===== config.mk =====
export PLATFORM = sky130hd
export DESIGN_NAME = htxb_dev_flat
export DESIGN_NICKNAME = d
export VERILOG_FILES = /design/src/verilog/htxb_pkg.sv /design/src/verilog/htxb_link_if.sv /design/src/verilog/htxb_dev.sv /design/src/flat_wrapper.sv
export SDC_FILE = /design/constraint.sdc
export NUM_CORES = 2
export LEC_CHECK = 0
export ABC_AREA = 1
export BUFFER_PORTS_ARGS = -buffer_cell sky130_fd_sc_hd__buf_2
export CELL_PAD_IN_SITES_DETAIL_PLACEMENT = 1
export CELL_PAD_IN_SITES_GLOBAL_PLACEMENT = 2
export CORE_UTILIZATION = 29
export CTS_BUF_LIST = sky130_fd_sc_hd__clkbuf_4 sky130_fd_sc_hd__clkbuf_8 sky130_fd_sc_hd__clkbuf_16
export DETAILED_ROUTE_END_ITERATION = 16
export GPL_TIMING_DRIVEN = 0
export PLACE_DENSITY_LB_ADDON = 0.1
export SYNTH_ARGS = -nofsm -noshare
export SYNTH_HDL_FRONTEND = slang
export SYNTH_SLANG_ARGS = --single-unit

===== constraint.sdc =====
create_clock -name pclk -period 14.3 [get_ports pclk]
set_input_delay 2.86 -clock pclk [delete_from_list [all_inputs] [get_ports pclk]]
set_output_delay 2.86 -clock pclk [all_outputs]
set_load 0.02 [all_outputs]

===== src/verilog/htxb_pkg.sv =====
// Shared constants and types of the transmit buffer command path.
package htxb_pkg;
	// Device PIO map (byte addresses); data port aliases fill 00h..1Ch.
	localparam logic [2:0]  OFF_DATA_HI    = 3'h0;
	localparam logic [7:0]  OFF_STAT_POP   = 8'h48;
	localparam logic [7:0]  OFF_STAT_PEEK  = 8'h4c;
	localparam logic [7:0]  OFF_INTERRUPT_STATUS_REG    = 8'h58;
	localparam logic [7:0]  OFF_STAT_LEVEL = 8'h64;
	localparam logic [7:0]  OFF_SPACE_INFO = 8'h80;
	// Sizes in words.
	localparam logic [10:0] DATA_FIFO_WORDS = 11'h480;
	localparam logic [7:0]  STAT_FIFO_WORDS = 8'h80;
	// Command A fields.
	localparam int CA_COMPLETION_BIT = 31;
	localparam int CA_RSVD_HI        = 30;
	localparam int CA_RSVD_LO        = 26;
	localparam int CA_ALIGN_HI       = 25;
	localparam int CA_ALIGN_LO       = 24;
	localparam int CA_OFF_HI         = 20;
	localparam int CA_OFF_LO         = 16;
	localparam int CA_FIRST_SEG_BIT  = 13;
	localparam int CA_LAST_SEG_BIT   = 12;
	localparam int CA_BSIZE_HI       = 10;
	localparam int CA_BSIZE_LO       = 0;
	// Command B fields.
	localparam int CB_TAG_HI  = 31;
	localparam int CB_TAG_LO  = 16;
	localparam int CB_PLEN_HI = 10;
	localparam int CB_PLEN_LO = 0;
	// End alignment codes.
	localparam logic [1:0] ALIGN_4  = 2'h0;
	localparam logic [1:0] ALIGN_16 = 2'h1;
	localparam logic [1:0] ALIGN_32 = 2'h2;
	// Status word error bit and interrupt status bits.
	localparam int ST_ERR_BIT        = 15;
	localparam int IS_COMPLETION_BIT = 0;
	localparam int IS_ERROR_BIT      = 1;
	localparam int IS_LEVEL_BIT      = 2;
	localparam logic [2:0] INTERRUPT_STATUS_REG_RST    = 3'h0;
	localparam logic [7:0] STAT_LEVEL_RST = 8'h00;
	// Host APB map.
	localparam logic [7:0] H_CMDA   = 8'h00;
	localparam logic [7:0] H_CMDB   = 8'h04;
	localparam logic [7:0] H_DATA   = 8'h08;
	localparam logic [7:0] H_SPACE  = 8'h0c;
	localparam logic [7:0] H_POP    = 8'h10;
	localparam logic [7:0] H_PEEK   = 8'h14;
	localparam logic [7:0] H_INTSTS = 8'h18;
	localparam logic [7:0] H_LEVEL  = 8'h1c;
	localparam logic [7:0] H_HSTAT  = 8'h20;
	localparam int HS_REFUSED_BIT   = 16;
	localparam logic [10:0] CREDIT_RST = 11'h000;

	typedef enum logic [1:0] {DST_CMDA = 2'b00, DST_CMDB = 2'b01, DST_DATA = 2'b10} htxb_dst_e;
	typedef enum logic [1:0] {HST_IDLE = 2'b00, HST_WAIT = 2'b01, HST_DONE = 2'b10} htxb_hst_e;
	typedef enum logic [1:0] {PH_A = 2'b00, PH_B = 2'b01, PH_DATA = 2'b10} htxb_phase_e;
endpackage : htxb_pkg


===== src/verilog/htxb_link_if.sv =====
// PIO link between the host end and the device end.
`timescale 1ns/1ns
interface htxb_link_if;
	logic        pio_wr;
	logic        pio_rd;
	logic [7:0]  pio_addr;
	logic [31:0] pio_wdata;
	logic [31:0] pio_rdata;
	logic        pio_rvalid;
	modport dev (input pio_wr, input pio_rd, input pio_addr, input pio_wdata, output pio_rdata, output pio_rvalid);
	modport hst (output pio_wr, output pio_rd, output pio_addr, output pio_wdata, input pio_rdata, input pio_rvalid);
endinterface : htxb_link_if


===== src/verilog/htxb_dev.sv =====
// Device end: command parser, payload trimming, packet checks and status FIFO.
`timescale 1ns/1ns
// Operation
// Each buffer opens with command A, B.
// Host writes A, then B, then payload.
// Packets may span buffers; bits mark boundaries.
// Command B tag copied into status word.
// Differing command B within packet flags error.
// Received byte count must match packet length.
// Payload starts at start offset; earlier bytes dropped.
// Following buffers may start at any byte.
// Alignment padding words accepted, never transmitted.
// Completion bit sets completion flag after load.
// Host writes zero into command A 30:26.
// Status word pushed after every packet. Here none is pushed while 128 are already queued.
// Status level reaching threshold raises flag.
// Host reads space, never writes beyond it.
// Writing into full data FIFO flags error.
// End alignment codes: 4, 16, 32 byte.
// Start offset accepts 0 to 31 bytes.
// Bit 13 marks first segment.
// 48h pops status, 4Ch peeks it.
// One status word per packet, after last. Here none is written while 128 are already queued.
module htxb_dev (
	// Clock and reset.
	input  wire logic        pclk,
	input  wire logic        presetn,
	// Link to the host end.
	htxb_link_if.dev         link,
	// Transmit side consumer.
	input  wire logic        drain_word,
	output logic             out_valid,
	output logic [31:0]      out_data,
	output logic [3:0]       out_be,
	output logic             out_last,
	// Interrupt status flags.
	output logic [2:0]       interrupt_status_reg
);
	htxb_pkg::htxb_dst_e st_q;
	logic [31:0] cmda_q;
	logic [31:0] pkt_cmdb_q;
	logic        in_pkt_q;
	logic        pkt_err_q;
	logic [11:0] byte_cnt_q;
	logic [9:0]  word_idx_q;
	logic [9:0]  words_q;
	logic [10:0] used_q;
	logic [2:0]  interrupt_status_reg_q;
	logic [7:0]  level_q;
	logic [31:0] stat_mem [128];
	logic [6:0]  wp_q;
	logic [6:0]  rp_q;
	logic [7:0]  scnt_q;
	logic [31:0] rdata_q;
	logic        rvalid_q;
	logic        out_valid_q;
	logic [31:0] out_data_q;
	logic [3:0]  out_be_q;
	logic        out_last_q;

	logic        wr_data_port;
	logic        fifo_full;
	logic        accept;
	logic        overflow;
	logic        drain;
	logic [4:0]  start_off;
	logic [10:0] buf_size;
	logic [11:0] span;
	logic [9:0]  w4;
	logic [9:0]  words_c;
	logic [9:0]  last_idx_c;
	logic [3:0]  be_c;
	logic [11:0] nbytes;
	logic        data_last;
	logic        buf_end;
	logic        pkt_end;
	logic        mismatch;
	logic [31:0] pkt_b;
	logic [11:0] cnt_next;
	logic        err_now;
	logic        final_err;
	logic        push;
	logic        pop;
	logic        stat_empty;
	logic [2:0]  sts_set;
	logic [2:0]  sts_clr;

	assign wr_data_port = link.pio_wr && (link.pio_addr[7:5] == htxb_pkg::OFF_DATA_HI);
	assign fifo_full    = (used_q == htxb_pkg::DATA_FIFO_WORDS);
	assign accept       = wr_data_port && !fifo_full;
	assign overflow     = wr_data_port && fifo_full;
	assign drain        = drain_word && (used_q != 11'h000);
	assign start_off    = cmda_q[htxb_pkg::CA_OFF_HI:htxb_pkg::CA_OFF_LO];
	assign buf_size     = cmda_q[htxb_pkg::CA_BSIZE_HI:htxb_pkg::CA_BSIZE_LO];
	assign span         = {7'h00, start_off} + {1'b0, buf_size};
	assign w4           = 10'((span + 12'h003) >> 2);
	assign last_idx_c   = 10'((span - 12'h001) >> 2);

	// Words in the buffer after its commands, padding included.
	always_comb begin
		unique case (cmda_q[htxb_pkg::CA_ALIGN_HI:htxb_pkg::CA_ALIGN_LO])
			htxb_pkg::ALIGN_16: words_c = (w4 + 10'h003) & 10'h3fc;
			htxb_pkg::ALIGN_32: words_c = (w4 + 10'h007) & 10'h3f8;
			default:            words_c = w4;
		endcase
	end

	// A byte lane carries payload only between the start offset and the buffer end.
	for (genvar i = 0; i < 4; i++) begin : g_lane
		logic [11:0] pos;
		assign pos     = {word_idx_q, 2'(i)};
		assign be_c[i] = (pos >= {7'h00, start_off}) && (pos < span);
	end
	assign nbytes = {11'h000, be_c[0]} + {11'h000, be_c[1]} + {11'h000, be_c[2]} + {11'h000, be_c[3]};

	// The first segment of a buffer opens the packet; a flag bit there is read from command A.
	logic cur_first;
	assign cur_first = cmda_q[htxb_pkg::CA_FIRST_SEG_BIT];
	assign data_last = (word_idx_q == words_q - 10'h001);
	assign buf_end   = accept && (((st_q == htxb_pkg::DST_CMDB) && (words_c == 10'h000)) ||
	                              ((st_q == htxb_pkg::DST_DATA) && data_last));
	assign pkt_end   = buf_end && cmda_q[htxb_pkg::CA_LAST_SEG_BIT];
	assign mismatch  = accept && (st_q == htxb_pkg::DST_CMDB) && !cur_first &&
	                   (!in_pkt_q || (link.pio_wdata != pkt_cmdb_q));
	assign pkt_b     = ((st_q == htxb_pkg::DST_CMDB) && cur_first) ? link.pio_wdata : pkt_cmdb_q;
	assign cnt_next  = (((st_q == htxb_pkg::DST_CMDB) && cur_first) ? 12'h000 : byte_cnt_q) +
	                   ((st_q == htxb_pkg::DST_DATA) ? nbytes : 12'h000);
	assign err_now   = (((st_q == htxb_pkg::DST_CMDB) && cur_first) ? 1'b0 : pkt_err_q) | mismatch;
	assign final_err = err_now | (cnt_next != {1'b0, pkt_b[htxb_pkg::CB_PLEN_HI:htxb_pkg::CB_PLEN_LO]});

	// Command parse: A, then B, then the payload words of the buffer.
	always_ff @(posedge pclk or negedge presetn) begin
		if (!presetn) begin
			st_q <= htxb_pkg::DST_CMDA;
		end else if (accept) begin
			unique case (st_q)
				htxb_pkg::DST_CMDA: st_q <= htxb_pkg::DST_CMDB;
				htxb_pkg::DST_CMDB: st_q <= (words_c == 10'h000) ? htxb_pkg::DST_CMDA : htxb_pkg::DST_DATA;
				htxb_pkg::DST_DATA: st_q <= data_last ? htxb_pkg::DST_CMDA : htxb_pkg::DST_DATA;
				default:            st_q <= htxb_pkg::DST_CMDA;
			endcase
		end
	end

	always_ff @(posedge pclk or negedge presetn) begin
		if (!presetn) begin
			cmda_q     <= 32'h0000_0000;
			words_q    <= 10'h000;
			word_idx_q <= 10'h000;
		end else if (accept) begin
			if (st_q == htxb_pkg::DST_CMDA) begin
				cmda_q <= link.pio_wdata;
			end
			if (st_q == htxb_pkg::DST_CMDB) begin
				words_q    <= words_c;
				word_idx_q <= 10'h000;
			end else if (st_q == htxb_pkg::DST_DATA) begin
				word_idx_q <= word_idx_q + 10'h001;
			end
		end
	end

	// Packet state: tag/length of the first buffer, running count and error.
	always_ff @(posedge pclk or negedge presetn) begin
		if (!presetn) begin
			pkt_cmdb_q <= 32'h0000_0000;
			in_pkt_q   <= 1'b0;
			pkt_err_q  <= 1'b0;
			byte_cnt_q <= 12'h000;
		end else if (accept && (st_q != htxb_pkg::DST_CMDA)) begin
			pkt_cmdb_q <= pkt_b;
			byte_cnt_q <= cnt_next;
			pkt_err_q  <= err_now;
			in_pkt_q   <= !pkt_end;
		end
	end

	// Data FIFO occupancy, freed one word at a time by the consumer.
	always_ff @(posedge pclk or negedge presetn) begin
		if (!presetn) begin
			used_q <= 11'h000;
		end else begin
			used_q <= used_q + {10'h000, accept} - {10'h000, drain};
		end
	end

	// Payload out; all-padding words and skipped offset bytes never appear.
	always_ff @(posedge pclk or negedge presetn) begin
		if (!presetn) begin
			out_valid_q <= 1'b0;
			out_data_q  <= 32'h0000_0000;
			out_be_q    <= 4'h0;
			out_last_q  <= 1'b0;
		end else begin
			out_valid_q <= accept && (st_q == htxb_pkg::DST_DATA) && (be_c != 4'h0);
			out_data_q  <= link.pio_wdata;
			out_be_q    <= be_c;
			out_last_q  <= accept && (st_q == htxb_pkg::DST_DATA) && cmda_q[htxb_pkg::CA_LAST_SEG_BIT] &&
			               (word_idx_q == last_idx_c);
		end
	end

	// Status FIFO: one word per packet while fewer than 128 are queued, written when its last buffer ends.
	assign stat_empty = (scnt_q == 8'h00);
	assign push       = pkt_end && (scnt_q != htxb_pkg::STAT_FIFO_WORDS);
	assign pop        = link.pio_rd && (link.pio_addr == htxb_pkg::OFF_STAT_POP) && !stat_empty;

	always_ff @(posedge pclk) begin
		if (push) begin
			stat_mem[wp_q] <= {pkt_b[htxb_pkg::CB_TAG_HI:htxb_pkg::CB_TAG_LO], final_err, 3'h0, cnt_next};
		end
	end

	always_ff @(posedge pclk or negedge presetn) begin
		if (!presetn) begin
			wp_q   <= 7'h00;
			rp_q   <= 7'h00;
			scnt_q <= 8'h00;
		end else begin
			wp_q   <= wp_q + {6'h00, push};
			rp_q   <= rp_q + {6'h00, pop};
			scnt_q <= scnt_q + {7'h00, push} - {7'h00, pop};
		end
	end

	// Status level threshold; zero disables the level flag.
	always_ff @(posedge pclk or negedge presetn) begin
		if (!presetn) begin
			level_q <= htxb_pkg::STAT_LEVEL_RST;
		end else if (link.pio_wr && (link.pio_addr == htxb_pkg::OFF_STAT_LEVEL)) begin
			level_q <= link.pio_wdata[7:0];
		end
	end

	// Sticky flags, write one to clear; a set in the same cycle wins.
	always_comb begin
		sts_set = 3'h0;
		sts_set[htxb_pkg::IS_COMPLETION_BIT] = buf_end && cmda_q[htxb_pkg::CA_COMPLETION_BIT];
		sts_set[htxb_pkg::IS_ERROR_BIT]      = overflow || mismatch || (pkt_end && final_err);
		sts_set[htxb_pkg::IS_LEVEL_BIT]      = (level_q != 8'h00) && (scnt_q >= level_q);
		sts_clr = (link.pio_wr && (link.pio_addr == htxb_pkg::OFF_INTERRUPT_STATUS_REG)) ? link.pio_wdata[2:0] : 3'h0;
	end

	always_ff @(posedge pclk or negedge presetn) begin
		if (!presetn) begin
			interrupt_status_reg_q <= htxb_pkg::INTERRUPT_STATUS_REG_RST;
		end else begin
			interrupt_status_reg_q <= (interrupt_status_reg_q & ~sts_clr) | sts_set;
		end
	end

	// Register reads answer one cycle after the read strobe.
	always_ff @(posedge pclk or negedge presetn) begin
		if (!presetn) begin
			rdata_q  <= 32'h0000_0000;
			rvalid_q <= 1'b0;
		end else begin
			rvalid_q <= link.pio_rd;
			if (link.pio_rd) begin
				unique case (link.pio_addr)
					htxb_pkg::OFF_STAT_POP,
					htxb_pkg::OFF_STAT_PEEK:  rdata_q <= stat_empty ? 32'h0000_0000 : stat_mem[rp_q];
					htxb_pkg::OFF_INTERRUPT_STATUS_REG:    rdata_q <= {29'h0000_0000, interrupt_status_reg_q};
					htxb_pkg::OFF_STAT_LEVEL: rdata_q <= {24'h00_0000, level_q};
					htxb_pkg::OFF_SPACE_INFO: rdata_q <= {21'h00_0000, htxb_pkg::DATA_FIFO_WORDS - used_q};
					default:                  rdata_q <= 32'h0000_0000;
				endcase
			end
		end
	end

	assign link.pio_rdata       = rdata_q;
	assign link.pio_rvalid      = rvalid_q;
	assign out_valid            = out_valid_q;
	assign out_data             = out_data_q;
	assign out_be               = out_be_q;
	assign out_last             = out_last_q;
	assign interrupt_status_reg = interrupt_status_reg_q;
endmodule : htxb_dev


===== src/flat_wrapper.sv =====
// flat-port wrapper written by rule: the top's interface ports become plain ports
module htxb_dev_flat 
  (pclk, presetn, drain_word, out_valid, out_data, out_be, out_last, interrupt_status_reg, link_pio_wr, link_pio_rd, link_pio_addr, link_pio_wdata, link_pio_rdata, link_pio_rvalid);
  htxb_link_if link_i ();
  input  wire logic pclk;
  input  wire logic presetn;
  input  wire logic drain_word;
  output logic out_valid;
  output logic [31:0] out_data;
  output logic [3:0] out_be;
  output logic out_last;
  output logic [2:0] interrupt_status_reg;
  input wire logic [$bits(link_i.pio_wr)-1:0] link_pio_wr;
  input wire logic [$bits(link_i.pio_rd)-1:0] link_pio_rd;
  input wire logic [$bits(link_i.pio_addr)-1:0] link_pio_addr;
  input wire logic [$bits(link_i.pio_wdata)-1:0] link_pio_wdata;
  output wire logic [$bits(link_i.pio_rdata)-1:0] link_pio_rdata;
  output wire logic [$bits(link_i.pio_rvalid)-1:0] link_pio_rvalid;
  assign link_i.pio_wr = link_pio_wr;
  assign link_i.pio_rd = link_pio_rd;
  assign link_i.pio_addr = link_pio_addr;
  assign link_i.pio_wdata = link_pio_wdata;
  assign link_pio_rdata = link_i.pio_rdata;
  assign link_pio_rvalid = link_i.pio_rvalid;
  htxb_dev u_core (.pclk(pclk), .presetn(presetn), .link(link_i), .drain_word(drain_word), .out_valid(out_valid), .out_data(out_data), .out_be(out_be), .out_last(out_last), .interrupt_status_reg(interrupt_status_reg));
endmodule

==> results.json <==
{
  "status": "finished with violations",
  "gp_congestion": 0.983,
  "ff_latch_area_sq_um": 116000,
  "hpwl_um": 823000,
  "drt-initial-drc-count": 25000,
  "grt_pass1_vias": 121000,
  "async_reset_ff_share_pct": 5.14,
  "die_area_sq_um": 544000,
  "syn_to_final_growth_pct": 23.7,
  "largest_reg_flops": 3712,
  "tightest_slew_ps": 1690,
  "stdcell_count": 21200,
  "clkSlewWorstSetupHoldPaths_ps": 60,
  "gr-total-overflow": 0,
  "path_class": "flop to flop",
  "cts_root_buf": "clkbuf_16",
  "cts_tree": "built",
  "timing.final.crit_share_pct": 67.9,
  "violations": "max-capacitance violations, max-slew violations",
  "maxCapViolCount": 54,
  "synth_edf_count": 3712,
  "cp-end-kind": "flop",
  "synthFlopType": "edfxtp_1",
  "io_pins": 119,
  "post_cts_resized": 0,
  "yosysSeqAreaShare_pct": 74.2,
  "syn_area_sq_um": 157000,
  "cts_made_buffers": 449,
  "synth.distinct_cells": 58,
  "detail_route.wl_per_cell_um": 50.9,
  "syn_inst": 12500,
  "die_y_um": 738,
  "relSlewSlack_pct": -14.0,
  "cts.htree.levels": 5,
  "ant_nets": 0,
  "wl_um": 1080000,
  "start_kind": "flop",
  "p_leak_nw": 66.2,
  "grt_pass1_wl_um": 1350000,
  "slowest_stage": "nand3b_1",
  "fillCellCount": 56800,
  "worstPathMaxFanout": 25,
  "drcViolationCount": 0,
  "max_freq_mhz": 103,
  "synth_top_area_share_pct": 71.0,
  "grt_max_degree": 105,
  "crit_top_cell": "nor2_1",
  "syn_avg_cell_area_sq_um": 12.6,
  "synth_seq_cells": 3913,
  "cp_data_arrival_time_ps": 10520,
  "yosysTopAreaCell": "edfxtp_1",
  "powerDensity_nw_per_um2": 171,
  "drive_gt1_share_pct": 12.7,
  "portBuffers": 115,
  "firstDrtPassIters": 6,
  "skew_ps": 96.1,
  "ir_worst_vdd_uv": 269,
  "multiInputGateArea_sq_um": 37500,
  "cts_buffer_depth": 4,
  "clock_latency_ps": 1130,
  "num_rows": 269,
  "synth_area_leaders": "edfxtp_1 (71%), o21ai_0 (7.9%), nor2_1 (6.4%)",
  "yosysWarnings": 0,
  "setup_viol": 0,
  "antenna_found_initial": 245,
  "slowest_delay_ps": 870,
  "start_util_pct": 29.2,
  "fin_crit_ps": 9710,
  "fp.coreArea_sq_um": 538000,
  "via_count": 132000,
  "final.setup.tns_ps": 0,
  "worst_ep_required_time_ps": 15110,
  "hold_class": "flop to flop",
  "slew_viol_final": 414,
  "grt_setup_unrepaired": "no",
  "hold_violations": 0,
  "post_cts_buffers": 0,
  "grt_usage_pct": 38.5,
  "viasPerCell": 6.20,
  "die_w_um": 738,
  "place_inst": 20300,
  "clock-sinks": 3913,
  "largest-register": "u_core.stat_mem",
  "cts_hold_buf": 0,
  "final_nets": 13700
}
-- stage by stage --
step	util [%]	instance area (sq um)	hold slack (ps)	total power, W	worst slack [ps]
finish	36.1	194000	479	0.0332	4590
detailed placement	33.3	179000	464	0.0215	4660
floorplan	-	157000	438	0.0178	3010
global route	36.1	194000	500	0.0338	4180
CTS	36.0	194000	481	0.0330	4640
global placement	31.0	167000	462	0.0219	-8550
-- layout make-up --
class / instances / area share (%)
inverter: 245 / 0.485
clock buffer: 584 / 6.39
antenna: 102 / 0.131
timing repair buffer: 663 / 6.10
multi-input combinational: 7444 / 19.3
clock inverter: 249 / 1.15
buffer: 858 / 1.79
sequential: 3913 / 60.0
tap: 7181 / 4.63
-- cell usage in the layout (no fill, tap or decap), types with 14 or more instances in the layout --
master	netlist	routed
edfxtp_1	3712	3712
nor2_1	2696	2569
o21ai_0	2486	2449
o22ai_1	1128	1128
clkbuf_1	805	676
nand2_1	523	523
clkbuf_16	0	453
buf_12	0	428
inv_1	236	229
dfrtp_1	201	201
buf_2	18	134
nor2_4	2	130
clkbuf_2	0	129
nand3_1	117	117
clkbuf_4	0	116
diode_2	0	102
clkinv_1	0	102
clkinv_2	0	82
buf_16	0	81
ha_1	74	73
a21oi_1	71	70
xor2_1	58	56
nor3_1	38	37
o32ai_1	35	35
nand4_1	29	29
o221ai_1	28	28
bufinv_16	0	27
o21ai_1	2	23
buf_1	24	23
buf_8	0	19
nor4_1	18	17
clkbuf_8	0	17
o21ai_4	0	16
buf_6	8	15
buf_4	3	14
-- Yosys cell counts (all sizes together) (11+ instances only) --
master  count
inv       245
clkbuf    805
or2        12
buf        53
o32ai      35
nor2     2704
xnor2      12
nor3       39
o21a       12
edfxtp   3712
nand3     121
xor2       58
o21ai    2488
o221ai     28
ha         74
dfrtp     201
nand2     534
o31ai      11
a21oi      73
nor4       18
o22ai    1128
nand4      38
-- per-layer routing --
layer  routed length, um  GRT usage (%)  part of all wire, %  vias up
met5                 510              0                0.047        -
met4               85900           25.3                  7.9       76
met2              442000           54.4                   41    10800
met3              137000           12.7                   13     2545
met1              414000           50.3                   38    69800
li1                    -              -                    -    48500
-- final timing paths --
path                                                  startpoint                                    end  slack [ps]  cells past startpoint
max reg2reg                        u_core.cmda_q[16]$_DFFE_PN0P_       u_core.stat_mem[1][12]$_DFFE_PP_        4590                     38
max                                u_core.cmda_q[16]$_DFFE_PN0P_       u_core.stat_mem[1][12]$_DFFE_PP_        4590                     38
min                        u_core.link.pio_rdata[25]$_DFFE_PN0P_  u_core.link.pio_rdata[25]$_DFFE_PN0P_         480                      2
max in group asynchronous                                presetn  u_core.link.pio_rdata[16]$_DFFE_PN0P_       11340                      2
min in group asynchronous                                presetn          u_core.out_data[24]$_DFF_PN0_        1830                      1
min reg2reg                u_core.link.pio_rdata[25]$_DFFE_PN0P_  u_core.link.pio_rdata[25]$_DFFE_PN0P_         480                      2
-- power by group --
group          internal [W]  switching, W  total (W)  leakage (nW)
Clock               0.00660       0.00517     0.0118          7.31
Combinational       0.00163       0.00533    0.00696          21.2
Sequential           0.0144      0.000139     0.0145          37.7
-- logic make-up after synthesis --
group	Yosys count	share of synthesized area (%)
fa+ha+maj	79	0.654
mux	6	0.0414
buf+inv	1103	2.70
other cells	1	0.00239
xor+xnor	70	0.391
compound gates	3807	13.3
flops	3913	74.2
simple gates	3479	8.72
-- worst max-delay path, delay by kind of cell (launching register included) --
kind,cells,cell delay (ps)
flops,1,480
compound gates,3,600
xor+xnor,3,1730
fa+ha+maj,6,1750
buf+inv,9,1440
simple gates,17,3360
(Power assumes the default switching activity.)
